`src/ccs_map.vh`:
```
// Register map, field positions and timing constants of the clock status block
`ifndef CCS_MAP_VH
`define CCS_MAP_VH
`define CCS_ADDR_W        16
`define CCS_OFS_STATUS    16'h303c
`define CCS_OFS_IRQ_MASK  16'h3040
`define CCS_OFS_CTRL      16'h3044
`define CCS_BIT_LOSS      7
`define CCS_BIT_LOCK      6
`define CCS_BIT_REFST     4
`define CCS_MODE_HI       3
`define CCS_MODE_LO       2
`define CCS_BIT_LOOP_EN   0
`define CCS_BIT_LOCK_DET  1
`define CCS_BIT_STOP      2
`define CCS_MODE_ENGAGED  2'h0
`define CCS_MODE_BYP_INT  2'h1
`define CCS_MODE_BYP_EXT  2'h2
`define CCS_REF_EXT       1'h0
`define CCS_REF_INT       1'h1
`define CCS_CTRL_RESET    8'h01
`define CCS_MASK_RESET    8'h00
`define CCS_SYNC_STAGES   2
`endif

```
`src/ccs_sync.v`:
```
// Two-flop synchroniser for a bundle of level signals
`timescale 1ns/1ps
module ccs_sync #(
    parameter W = 3
) (
    input  wire         mclk_in,
    input  wire         rst_in,
    input  wire [W-1:0] d_in,
    output wire [W-1:0] q_out
);
    reg [W-1:0] s1_r;
    reg [W-1:0] s2_r;

    // First stage is read only by the second
    always @(posedge mclk_in or posedge rst_in) begin
        if (rst_in) begin
            s1_r <= {W{1'b0}};
            s2_r <= {W{1'b0}};
        end else begin
            s1_r <= d_in;
            s2_r <= s1_r;
        end
    end

    assign q_out = s2_r;
endmodule // ccs_sync

```
`src/ccs_status.v`:
```
// Clock generator status register with lock-loss interrupt over Avalon-MM
//
// Functional notes
// - Bit 7 holds a sticky lock-loss flag kept until software clears it.
// - The flag sets only with lock detection on, on loss after lock was gained.
// - The flag clears on reset or when software writes a one to bit 7.
// - Writing zero to bit 7 leaves the flag as it is.
// - A set flag requests an interrupt only when the lock-loss enable allows it.
// - Enable at one with the flag set raises the request; enable at zero gives none.
// - Bit 6 shows live lock, one when locked and zero when unlocked.
// - Lock detection is off while the loop is disabled, giving no lock indications.
// - Changing reference select, 3-bit divider, or trim in internal modes drops live lock.
// - Stop entry drops live lock, which stays low while the stop bit stays set.
// - Bit 4 shows the reference source after synchronisation, not at once.
// - Bits 3 to 2 show the clock mode after synchronisation, not at once.
// - Bit 5 and bits 1 to 0 read as zero.
//
// The Avalon-MM interface to the registers was chosen for this implementation.
`timescale 1ns/1ps
`include "ccs_map.vh"
module ccs_status (
    input  wire                   mclk_in,
    input  wire                   rst_in,
    input  wire [`CCS_ADDR_W-1:0] avs_address_in,
    input  wire                   avs_read_in,
    input  wire                   avs_write_in,
    input  wire [7:0]             avs_writedata_in,
    output reg  [7:0]             avs_readdata_out,
    output reg                    avs_waitrequest_out,
    input  wire                   ref_source_select_in,
    input  wire [1:0]             clock_mode_select_in,
    input  wire [2:0]             ref_divider_in,
    input  wire [7:0]             trim_in,
    input  wire                   loop_in_lock_in,
    output reg                    irq_out,
    output reg                    lock_detect_en_out
);
    reg  [7:0] ctrl_r;
    reg  [7:0] mask_r;
    reg        loss_r;
    reg        lock_r;
    reg        seen_lock_r;
    reg        stop_d_r;
    reg        ref_d_r;
    reg  [2:0] div_d_r;
    reg  [7:0] trim_d_r;
    reg        resp_r;
    wire [2:0] sync_q;
    wire       refst;
    wire [1:0] modest;

    // Selects leave the generator domain through a synchroniser
    ccs_sync #(
        .W(3)
    ) u_sync (
        .mclk_in    (mclk_in),
        .rst_in     (rst_in),
        .d_in       ({ref_source_select_in, clock_mode_select_in}),
        .q_out      (sync_q)
    );
    assign refst  = sync_q[2];
    assign modest = sync_q[1:0];

    // Address match against one register offset
    function ccs_hit;
        input [`CCS_ADDR_W-1:0] addr;
        input [`CCS_ADDR_W-1:0] ofs;
        begin
            ccs_hit = (addr == ofs);
        end
    endfunction

    // Request taken on first edge; write commits on the edge waitrequest is low
    wire acc    = (avs_read_in | avs_write_in) & ~resp_r;
    wire wr     = avs_write_in & resp_r;
    wire hit_st = ccs_hit(avs_address_in, `CCS_OFS_STATUS);
    wire hit_mk = ccs_hit(avs_address_in, `CCS_OFS_IRQ_MASK);
    wire hit_ct = ccs_hit(avs_address_in, `CCS_OFS_CTRL);

    // Detection is live only with loop enabled and detect requested
    wire det_en   = ctrl_r[`CCS_BIT_LOOP_EN] & ctrl_r[`CCS_BIT_LOCK_DET];
    wire stop_now = ctrl_r[`CCS_BIT_STOP];
    wire int_mode = (modest == `CCS_MODE_ENGAGED) | (modest == `CCS_MODE_BYP_INT);
    wire disturb  = (ref_d_r != ref_source_select_in) | (div_d_r != ref_divider_in)
                  | (int_mode & (trim_d_r != trim_in));
    wire stop_rise = stop_now & ~stop_d_r;
    wire lost_ev  = det_en & seen_lock_r & ~loop_in_lock_in;
    wire clr_loss = wr & hit_st & avs_writedata_in[`CCS_BIT_LOSS];

    // Change detectors for divider, trim, source, stop
    always @(posedge mclk_in or posedge rst_in) begin
        if (rst_in) begin
            ref_d_r  <= 1'b0;
            div_d_r  <= 3'h0;
            trim_d_r <= 8'h00;
            stop_d_r <= 1'b0;
        end else begin
            ref_d_r  <= ref_source_select_in;
            div_d_r  <= ref_divider_in;
            trim_d_r <= trim_in;
            stop_d_r <= stop_now;
        end
    end

    // Live lock and lock history
    always @(posedge mclk_in or posedge rst_in) begin
        if (rst_in) begin
            lock_r      <= 1'b0;
            seen_lock_r <= 1'b0;
        end else if (!det_en) begin
            lock_r      <= 1'b0;
            seen_lock_r <= 1'b0;
        end else if (stop_rise || stop_now || (disturb && lock_r)) begin
            lock_r      <= 1'b0;
        end else begin
            lock_r      <= loop_in_lock_in;
            if (loop_in_lock_in)
                seen_lock_r <= 1'b1;
            else if (lost_ev)
                seen_lock_r <= 1'b0;
        end
    end

    // Sticky loss flag, set wins over clear
    always @(posedge mclk_in or posedge rst_in) begin
        if (rst_in)
            loss_r <= 1'b0;
        else if (lost_ev)
            loss_r <= 1'b1;
        else if (clr_loss)
            loss_r <= 1'b0;
    end

    // Control and mask registers
    always @(posedge mclk_in or posedge rst_in) begin
        if (rst_in) begin
            ctrl_r <= `CCS_CTRL_RESET;
            mask_r <= `CCS_MASK_RESET;
        end else if (wr) begin
            if (hit_ct)
                ctrl_r <= avs_writedata_in;
            if (hit_mk)
                mask_r <= avs_writedata_in;
        end
    end

    // Bus response: one wait cycle, then data with waitrequest low
    always @(posedge mclk_in or posedge rst_in) begin
        if (rst_in) begin
            resp_r              <= 1'b0;
            avs_waitrequest_out <= 1'b1;
            avs_readdata_out    <= 8'h00;
        end else begin
            resp_r              <= acc;
            avs_waitrequest_out <= ~acc;
            if (acc && avs_read_in) begin
                if (hit_st)
                    avs_readdata_out <= {loss_r, lock_r, 1'b0, refst, modest, 2'h0};
                else if (hit_mk)
                    avs_readdata_out <= mask_r;
                else if (hit_ct)
                    avs_readdata_out <= ctrl_r;
                else
                    avs_readdata_out <= 8'h00;
            end
        end
    end

    // Interrupt and detect-enable outputs
    always @(posedge mclk_in or posedge rst_in) begin
        if (rst_in) begin
            irq_out            <= 1'b0;
            lock_detect_en_out <= 1'b0;
        end else begin
            irq_out            <= (loss_r | lost_ev) & mask_r[`CCS_BIT_LOSS];
            lock_detect_en_out <= det_en;
        end
    end
endmodule // ccs_status

```
`config.mk`:
```
export PLATFORM = sky130hd
export DESIGN_NAME = ccs_status
export DESIGN_NICKNAME = d
export VERILOG_FILES = /design/src/ccs_sync.v /design/src/ccs_status.v
export VERILOG_INCLUDE_DIRS = /design/src
export SDC_FILE = /design/constraint.sdc
export NUM_CORES = 1
export LEC_CHECK = 0
export ABC_AREA = 1
export CAP_MARGIN = 0
export CORE_MARGIN = 10
export CORE_UTILIZATION = 50
export CTS_CLUSTER_DIAMETER = 60
export DETAILED_ROUTE_END_ITERATION = 10
export DONT_BUFFER_PORTS = 1
export GPL_TIMING_DRIVEN = 0
export SYNTH_ARGS = -nofsm -noshare
export SYNTH_HDL_FRONTEND = slang
export SYNTH_SLANG_ARGS = --single-unit
```
`constraint.sdc`:
```
create_clock -name mclk_in -period 1.55 [get_ports mclk_in]
set_input_delay 0.2325 -clock mclk_in [delete_from_list [all_inputs] [get_ports mclk_in]]
set_output_delay 0.2325 -clock mclk_in [all_outputs]
set_load 0.005 [all_outputs]
```
==> results of run 1 <==
[logic make-up after synthesis]
family / Yosys count / synth area share
AO/OA/AOI/OAI: 27 / 0.0943
XOR/XNOR: 7 / 0.0280
buffers and inverters: 36 / 0.0766
flip-flops: 48 / 0.550
multiplexers: 1 / 0.00515
AND/OR/NAND/NOR: 115 / 0.246
[sequential cells by signal, summed over array words and instances (netlist names), 2 cells and up]
signal and count:
div_d_r 3, trim_d_r 8, u_sync.s1_r 2, avs_readdata_out 8, ctrl_r 8, mask_r 8, u_sync.q_out 3
[worst max-delay path, cell delays in order, from the launching register on]
cell and delay (ns):
dfrtp_1 0.39, nor2_1 0.16, bufinv_8 0.23, nor2_8 0.14
mux2_2 0.34
[worst max-delay path by stage]
stage | start | to | slack [ns] | cells after the start
after floorplan | rst_in | avs_readdata_out[0]$_DFFE_PP0P_ | 0.18 | 1
after global placement | rst_in | mask_r[5]$_DFFE_PP0P_ | -0.24 | 1
after detailed placement | resp_r$_DFF_PP0_ | avs_readdata_out[5]$_DFFE_PP0P_ | 0.19 | 4
after CTS | resp_r$_DFF_PP0_ | avs_readdata_out[5]$_DFFE_PP0P_ | 0.16 | 4
after global routing | resp_r$_DFF_PP0_ | avs_readdata_out[5]$_DFFE_PP0P_ | 0.10 | 4
final | resp_r$_DFF_PP0_ | avs_readdata_out[5]$_DFFE_PP0P_ | 0.18 | 4
[power breakdown]
group | switching, mW | total [mW] | internal [mW] | leakage (nW)
Clock | 0.391 | 1.04 | 0.644 | 0.0654
Sequential | 0.0132 | 1.30 | 1.28 | 0.622
Combinational | 0.0915 | 0.167 | 0.0755 | 0.629
[cells in the final DEF (no fill, tap or decap)]
| cell type | synthesis | routed |
|---|---|---|
| nand2_1 | 76 | 76 |
| dfrtp_1 | 46 | 46 |
| inv_1 | 31 | 30 |
| o21ai_2 | 16 | 16 |
| dlygate4sd3_1 | 0 | 15 |
| nor2_1 | 12 | 12 |
| nand3_1 | 8 | 8 |
| o21ai_0 | 7 | 7 |
| nand2_2 | 6 | 6 |
| xnor2_1 | 5 | 5 |
| clkbuf_8 | 0 | 5 |
| nor2_2 | 4 | 4 |
| nand3_2 | 2 | 2 |
| nand2_4 | 2 | 2 |
| buf_6 | 2 | 2 |
| xor2_1 | 2 | 2 |
| o2bb2ai_1 | 2 | 2 |
| dfstp_2 | 2 | 2 |
| bufinv_16 | 0 | 2 |
| nor2_4 | 1 | 1 |
| inv_4 | 1 | 1 |
| nand3b_1 | 1 | 1 |
| clkinv_2 | 1 | 1 |
| bufinv_8 | 1 | 1 |
| a21oi_1 | 1 | 1 |
| nor3_1 | 1 | 1 |
| inv_2 | 0 | 1 |
| nor2_8 | 1 | 1 |
| nor3b_4 | 1 | 1 |
| mux2_2 | 1 | 1 |
| a41oi_1 | 1 | 1 |
| clkbuf_1 | 0 | 1 |
| buf_12 | 0 | 1 |
[stage by stage]
| stage | power, mW | TNS [ns] |
|---|---|---|
| 3_3_place_gp | 1.45 | -11.06 |
| 2_1_floorplan | 1.43 | 0 |
| 3_5_place_dp | 1.46 | 0 |
| 4_1_cts | 2.53 | 0 |
| 6_report | 2.50 | 0 |
| 5_1_grt | 2.61 | 0 |
[final cells by class]
| class | count | area, um^2 |
|---|---|---|
| plain buffers | 2 | 22.5 |
| clock buffers | 6 | 72.6 |
| clock inverters | 2 | 60.1 |
| fillers | 350 | 1560 |
| inverters | 34 | 145 |
| multi-input cells | 150 | 817 |
| flip-flops and latches | 48 | 1200 |
| well taps | 50 | 62.6 |
| repair buffers | 16 | 170 |
[timing repair]
| item | CTS | global route |
|---|---|---|
| endpoints found under the hold margin | 23 | 0 |
| hold buffers | 15 | 0 |
| resized for setup | 0 | 0 |
[synth_stat cells]
cell	instances	area (um^2)
nor2_2	4	25.0
clkinv_2	1	5.00
xnor2_1	5	43.8
o2bb2ai_1	2	17.5
o21ai_2	16	140
mux2_2	1	11.3
dfrtp_1	46	1150
dfstp_2	2	52.6
bufinv_8	1	17.5
buf_6	2	22.5
nor2_8	1	20.0
inv_1	31	116
nand2_1	76	285
nor2_1	12	45.0
nor3b_4	1	18.8
a21oi_1	1	5.00
nand3b_1	1	7.51
nand3_1	8	40.0
o21ai_0	7	35.0
nor2_4	1	11.3
inv_4	1	6.26
xor2_1	2	17.5
nand3_2	2	20.0
nor3_1	1	5.00
nand2_2	6	37.5
a41oi_1	1	8.76
nand2_4	2	22.5
[per-layer routing]
| layer | vias up | global-route usage |
|---|---|---|
| met5 | - | 0 |
| met4 | 0 | 0.0314 |
| met3 | 5 | 0.0624 |
| met2 | 48 | 0.202 |
| met1 | 696 | 0.139 |
| li1 | 763 | - |
==> summary.md, run 1 <==
| Metric | Value |
|---|---|
| Worst Hold Depth | `2` |
| Hold_ws | `0.0758 ns` |
| Design area | `0.00255 mm^2` |
| Routed wl met2 | `2070 um` |
| Core Region | `0.00412 mm^2` |
| DRT iter0 DRCs | `87` |
| Global-route wire length before repair | `7450 um` |
| Critical path required time | `1.73 ns` |
| Final Slew Violations | `0` |
| CTS H-tree lvls | `2` |
| Total CTS buffers | `5` |
| Drt drc | `0` |
| Vias per std cell | `4.91` |
| Yosys reg bits | `48` |
| Detail Placement HPWL | `3340 um` |
| Startpoint Class | `flop` |
| Syn Area/Cell | `9.35 um^2` |
| Reg2reg start | `resp_r$_DFF_PP0_` |
| Post-Synthesis Cells | `234` |
| TritonCTS clock tree | `built` |
| Synth-to-layout area growth | `16.7%` |
| RSZ-0062 raised after global routing | `false` |
| Pleak | `1.32 nW` |
| PnR worst setup slack | `0.183 ns` |
| Cell Rows | `23` |
| Initial antenna violation count | `0` |
| Clk pin slew, worst setup/hold paths | `0.09 ns` |
| Clk_lat worst skew | `0.29 ns` |
| Worst-Margin Slew | `0.324 ns` |
| DR WL met3 | `499 um` |
| Hold path startpoint | `avs_writedata_in[0]` |
| Via count | `1512` |
| Final nets | `300` |
| Die Wd | `86.2 um` |
| Area of the mapped netlist | `0.00219 mm^2` |
| Syn_nets | `277` |
| DIE AREA | `0.00742 mm^2` |
| Largest net degree at the start of global routing | `40` |
| Post-route clock period utilization | `0.882` |
| RR Endpoint | `avs_readdata_out[5]$_DFFE_PP0P_` |
| Post-route insts no fill | `308` |
| Post-Place Cell Area | `0.00227 mm^2` |
| # IOs | `54` |
| Met1 Wirelength | `1810 um` |
| Layout cells sized above 1 | `0.194` |
| Crit path capture type | `flop` |
| Hold EP | `ctrl_r[0]$_DFFE_PP1P_` |
| R2r setup slk | `0.18 ns` |
| Placer Congestion | `0.780` |
| Reg2reg path depth | `4` |
| Slew HR | `0.784` |
| GRT Total Usage | `0.123` |
| Synth warn | `0` |
| Crit Path Max Fanout | `9` |
| Clock sink count | `48` |
| Total grt overflow | `0` |
| CTS root buf | `clkbuf_8` |
| Post-synthesis cell type count | `27` |
| Number of setup buffers added after CTS | `0` |
| Critical Setup Path Class | `flop to flop` |
| Hold WC Path Type | `input port to flop` |
| Final period demand of the worst path | `1.37 ns` |
| Pwr per Cell Area | `978 mW/mm^2` |
| Routed len/inst | `14.3 um` |
| Clock buffer depth | `2` |
| Die H | `86.2 um` |
| Final setup viols | `0` |
| Antenna cells | `0` |
| Final Hold Viols | `0` |
| # Max-Cap Violations | `0` |
| Worst EP arrival | `1.55 ns` |
| Placed insts | `285` |
| Buffers on Ports | `0` |
| Clock skew | `0.00731 ns` |
| Pre-CTS WS | `0.185 ns` |
| Status | `finished clean` |
| Routed Antenna Nets | `0` |
| Drt total wl | `4410 um` |
| Final Util | `0.621` |
| Max IR drop VDD | `0.707 mV` |
| Seq/Total Area, Yosys | `0.550` |
| Fmax | `0.731 GHz` |
| Drt pass-1 iters | `4` |
| DR top layer | `met4` |
| Starting Density | `0.532` |
| Vias in the first global route | `1576` |
No activity file was read; power rests on OpenSTA's default activity.
==> inputs of run 2 (changes only) <==
Settings changed: CORE_MARGIN 10 to 5.
==> run 2 against run 1 <==
Clock skew increased by 0.0027 ns. Utilization fell by 3.1 points. Count of clock-buffer cells in the layout is the same. Largest cell class unchanged. Largest power group unchanged. Register-to-register slack about the same.
==> summary.md, run 2 (synthesized netlist as in run 1, its figures left out) <==
| Metric | Value |
|---|---|
| Pwr per Cell Area | `927 mW/mm^2` |
| Initial antenna violation count | `0` |
| DIE AREA | `0.00580 mm^2` |
| Crit Path Max Fanout | `9` |
| Startpoint Class | `flop` |
| Total grt overflow | `0` |
| RSZ-0062 raised after global routing | `false` |
| Routed Antenna Nets | `0` |
| Placer Congestion | `0.755` |
| Die Wd | `76.2 um` |
| Reg2reg start | `resp_r$_DFF_PP0_` |
| DR top layer | `met4` |
| Total Power | `2.35 mW` |
| Worst Hold Depth | `1` |
| DRT iter0 DRCs | `35` |
| Worst EP arrival | `1.54 ns` |
| Hold path startpoint | `avs_writedata_in[7]` |
| Largest net degree at the start of global routing | `26` |
| Slew HR | `0.633` |
| CTS root buf | `clkbuf_8` |
| Final Hold Viols | `0` |
| Vias in the first global route | `1542` |
| Final setup viols | `0` |
| Buffers on Ports | `0` |
| Critical Setup Path Class | `flop to flop` |
| Reg2reg path depth | `4` |
| Routed len/inst | `13.0 um` |
| Pleak | `1.31 nW` |
| Detail Placement HPWL | `2940 um` |
| Worst-Margin Slew | `0.550 ns` |
| Via count | `1495` |
| Drt drc | `0` |
| Final Util | `0.589` |
| Cts repair resizes | `0` |
| Fmax | `0.739 GHz` |
| Core Region | `0.00429 mm^2` |
| Hold EP | `loss_r$_DFFE_PP0P_` |
| Final period demand of the worst path | `1.35 ns` |
| Final Slew Violations | `0` |
| Number of setup buffers added after CTS | `0` |
| GRT Total Usage | `0.148` |
| R2r setup slk | `0.20 ns` |
| Post-CTS Hold Buffers | `15` |
| Total CTS buffers | `5` |
| DR WL met3 | `296 um` |
| Clock Power Share | `0.378` |
| Post-route clock period utilization | `0.873` |
| Max IR drop VDD | `0.620 mV` |
| Hold WC Path Type | `input port to flop` |
| Starting Density | `0.510` |
| Sequential Power Share | `0.551` |
| Commonest non-fill, non-tap cells in the layout | `nand2_1 (76), dfrtp_1 (46), inv_1 (30)` |
| Drt pass-1 iters | `4` |
| Status | `finished clean` |
| Design area | `0.00253 mm^2` |
| Sw Ratio | `0.218` |
| Psw | `0.511 mW` |
| Filler cells | `395` |
| RR Endpoint | `avs_readdata_out[5]$_DFFE_PP0P_` |
| Combinational power share | `0.070` |
| Met1 Wirelength | `1820 um` |
| Critical path required time | `1.74 ns` |
| Post-Place Cell Area | `0.00227 mm^2` |
| Drt total wl | `4020 um` |
| Crit path capture type | `flop` |
| Synth-to-layout area growth | `15.7%` |
| Clock buffer depth | `2` |
| Clock sink count | `48` |
| Most common cell after layout, fill and taps aside | `nand2_1` |
| TritonCTS clock tree | `built` |
| Die H | `76.2 um` |
| Clk_lat worst skew | `0.30 ns` |
| Clock skew | `0.0100 ns` |
| Global-route wire length before repair | `6990 um` |
| Cell Rows | `24` |
| Vias per std cell | `4.82` |
| # IOs | `54` |
| Antenna cells | `0` |
| Clk pin slew, worst setup/hold paths | `0.09 ns` |
| Routed wl met2 | `1850 um` |
| CTS H-tree lvls | `2` |
| Internal | `1.84 mW` |
| Final nets | `300` |
| Layout cells sized above 1 | `0.194` |
| # Max-Cap Violations | `0` |
-- run 2: cell types whose count changed in the layout (fill, tap and decap cells not counted) --
cell       change
clkinv_2       +1
bufinv_16      -1
-- run 2: layer usage --
layer | up-vias | GRT usage
li1 | 765 | -
met1 | 686 | 0.183
met2 | 39 | 0.242
met3 | 5 | 0.0567
met4 | 0 | 0.0420
met5 | - | 0
-- run 2: area by class of cell --
class / instances / area, um^2 / area share
Inverter: 34 / 145 / 0.0573
Clock inverter: 2 / 35.0 / 0.0138
Tap cell: 52 / 65.1 / 0.0257
Multi-Input combinational cell: 150 / 817 / 0.323
Timing Repair Buffer: 16 / 170 / 0.0672
Clock buffer: 6 / 72.6 / 0.0287
Sequential cell: 48 / 1200 / 0.476
Buffer: 2 / 22.5 / 0.00890
-- run 2: worst max path at each step --
| stage | start | end | depth (start not counted) |
|---|---|---|---|
| after global routing | resp_r$_DFF_PP0_ | avs_readdata_out[5]$_DFFE_PP0P_ | 4 |
| final | resp_r$_DFF_PP0_ | avs_readdata_out[5]$_DFFE_PP0P_ | 4 |
| after CTS | resp_r$_DFF_PP0_ | avs_readdata_out[5]$_DFFE_PP0P_ | 4 |
| after floorplan | rst_in | avs_readdata_out[0]$_DFFE_PP0P_ | 1 |
| after global placement | rst_in | mask_r[5]$_DFFE_PP0P_ | 1 |
| after detailed placement | resp_r$_DFF_PP0_ | avs_readdata_out[5]$_DFFE_PP0P_ | 4 |
-- run 2: critical path, cell delays in order, from the launching register on --
cell and delay, ns:
dfrtp_1 0.39, nor2_1 0.14, bufinv_8 0.22, nor2_8 0.14
mux2_2 0.34
-- run 2: metrics by stage --
step | hold slack [ns] | cells | setup WS, ns | setup TNS (ns)
after CTS | 0.0571 | 310 | 0.188 | 0
final | 0.0628 | 310 | 0.197 | 0
after floorplan | 0.264 | 234 | 0.176 | 0
after detailed placement | 0.195 | 287 | 0.217 | 0
after global placement | 0.264 | 286 | -0.374 | -17.17
after global routing | 0.0670 | 310 | 0.107 | 0
-- run 2: power by group through the flow --
stage	logic, mW	clock network, mW	registers, mW
after global placement	0.133	0	1.32
after global routing	0.189	0.960	1.30
after floorplan	0.112	0	1.32
after detailed placement	0.139	0	1.32
after CTS	0.170	0.909	1.29
final	0.165	0.888	1.29
==> inputs of run 3 (changes only) <==
Settings changed: BUFFER_PORTS_ARGS from default to -buffer_cell sky130_fd_sc_hd__buf_2, DONT_BUFFER_PORTS 1 to default, PLACE_DENSITY from default to 0.76.
==> run 3 against run 2 <==
Critical path depth unchanged. Clock power shrank 1%. Via count rose by 9.5%. Non-clock buffer count up 39. Hold slack got worse by 0.025 ns. Sequential share of layout area is 2.3 points lower. Setup slack got worse by 0.0086 ns. Clock skew decreased by 0.0061 ns. Register-to-register slack hardly changed. Largest cell class unchanged.
==> summary.md, run 3 (synthesized netlist as in run 1, its figures left out) <==
| Metric | Value |
|---|---|
| Hold_ws | `0.0378 ns` |
| Die Wd | `76.2 um` |
| Via count | `1637` |
| CTS root buf | `clkbuf_8` |
| Sequential Power Share | `0.545` |
| Layout cells sized above 1 | `0.350` |
| Clock Power Share | `0.369` |
| Placed insts | `340` |
| Critical Setup Path Class | `flop to flop` |
| Clock sink count | `48` |
| Hold WC Path Type | `input port to flop` |
| Reg area | `0.00120 mm^2` |
| Vias per std cell | `4.69` |
| # Max-Cap Violations | `0` |
| Clock buffer depth | `2` |
| Clk pin slew, worst setup/hold paths | `0.09 ns` |
| Total CTS buffers | `5` |
| Clk_lat worst skew | `0.29 ns` |
| Buffers on Ports | `53` |
| RSZ-0062 raised after global routing | `false` |
| Crit path capture type | `flop` |
| Antenna cells | `0` |
| Pleak | `1.47 nW` |
| Routed Antenna Nets | `0` |
| Internal | `1.85 mW` |
| Crit Path Max Fanout | `9` |
| Area occupied by multi-input gates | `817 um^2` |
| Initial antenna violation count | `0` |
| Post-Place Cell Area | `0.00254 mm^2` |
| Drt pass-1 iters | `4` |
| Post-route clock period utilization | `0.878` |
| Cell Rows | `24` |
| Final Hold Viols | `0` |
| Final setup viols | `0` |
| Vias in the first global route | `1732` |
| Design area | `0.00266 mm^2` |
| DRT iter0 DRCs | `103` |
| Clock skew | `0.00386 ns` |
| Fmax | `0.735 GHz` |
| Worst EP arrival | `1.55 ns` |
| Critical path required time | `1.73 ns` |
| Global-route wire length before repair | `7470 um` |
| Final nets | `339` |
| Filler cells | `379` |
| Setup Total Neg Slack | `0 ns` |
| Pwr per Cell Area | `893 mW/mm^2` |
| Detail Placement HPWL | `3200 um` |
| Slew HR | `0.677` |
| Total grt overflow | `0` |
| Post-route insts no fill | `349` |
| Final Util | `0.619` |
| Routed len/inst | `11.8 um` |
| TritonCTS clock tree | `built` |
| Commonest non-fill, non-tap cells in the layout | `nand2_1 (76), buf_2 (53), dfrtp_1 (46)` |
| CTS H-tree lvls | `2` |
| Final Slew Violations | `0` |
| Pre-CTS WS | `0.145 ns` |
| Starting Density | `0.510` |
| Psw | `0.527 mW` |
| Core Region | `0.00429 mm^2` |
| Combinational power share | `0.086` |
| PnR worst setup slack | `0.189 ns` |
| Final period demand of the worst path | `1.36 ns` |
| Placer Congestion | `0.795` |
| Drt drc | `0` |
| Drt total wl | `4120 um` |
| Most common cell after layout, fill and taps aside | `nand2_1` |
| Status | `finished clean` |
| Startpoint Class | `flop` |
| Worst-Margin Slew | `0.483 ns` |
| # IOs | `54` |
| Largest net degree at the start of global routing | `28` |
| Synth-to-layout area growth | `21.6%` |
| Max IR drop VDD | `0.591 mV` |
| GRT Total Usage | `0.155` |
| Die H | `76.2 um` |
| Total Power | `2.38 mW` |
| DIE AREA | `0.00580 mm^2` |
| Sw Ratio | `0.222` |
[run 3: metal layers]
metal | share of wire | track usage
met3 | 0.064 | 0.0496
met1 | 0.42 | 0.180
met5 | 0 | 0
met4 | 0.017 | 0.0647
met2 | 0.50 | 0.263
[run 3: power groups by stage]
stage               Clock (mW)  Combinational, mW  Sequential, mW
global route             0.960              0.234            1.30
detailed placement           0              0.207            1.32
CTS                      0.900              0.210            1.29
finish                   0.877              0.205            1.29
global placement             0              0.195            1.32
floorplan                    0              0.112            1.32
[run 3: area by class of cell]
type	instances	share of cell area
Sequential cell	48	0.452
Multi-Input combinational cell	150	0.307
Timing Repair Buffer	55	0.111
Inverter	34	0.0546
Clock buffer	5	0.0259
Tap cell	52	0.0245
Clock inverter	3	0.0160
Buffer	2	0.00847
[run 3: what timing repair did]
| item | in CTS | in global routing |
|---|---|---|
| setup buffers | 0 | 0 |
| hold buffers | 1 | 0 |
| hold endpoints to repair | 19 | 0 |
| resized for setup | 0 | 0 |
[run 3: final timing paths]
check | slack [ns] | start | to | cells after the start
worst min-delay path | 0.04 | clock_mode_select_in[0] | u_sync.s1_r[0]$_DFF_PP0_ | 1
worst max register to register | 0.19 | resp_r$_DFF_PP0_ | avs_readdata_out[5]$_DFFE_PP0P_ | 4
max in group asynchronous | 0.55 | rst_in | avs_readdata_out[6]$_DFFE_PP0P_ | 4
worst min register to register | 0.36 | u_sync.s1_r[0]$_DFF_PP0_ | u_sync.q_out[0]$_DFF_PP0_ | 0
min in group asynchronous | 0.50 | rst_in | trim_d_r[3]$_DFF_PP0_ | 3
worst max-delay path | 0.19 | resp_r$_DFF_PP0_ | avs_readdata_out[5]$_DFFE_PP0P_ | 4
[run 3: worst max-delay path, stage by stage (launching register included)]
cell	delay, ns
dfrtp_1	0.39
nor2_1	0.15
bufinv_8	0.23
nor2_8	0.14
mux2_2	0.35
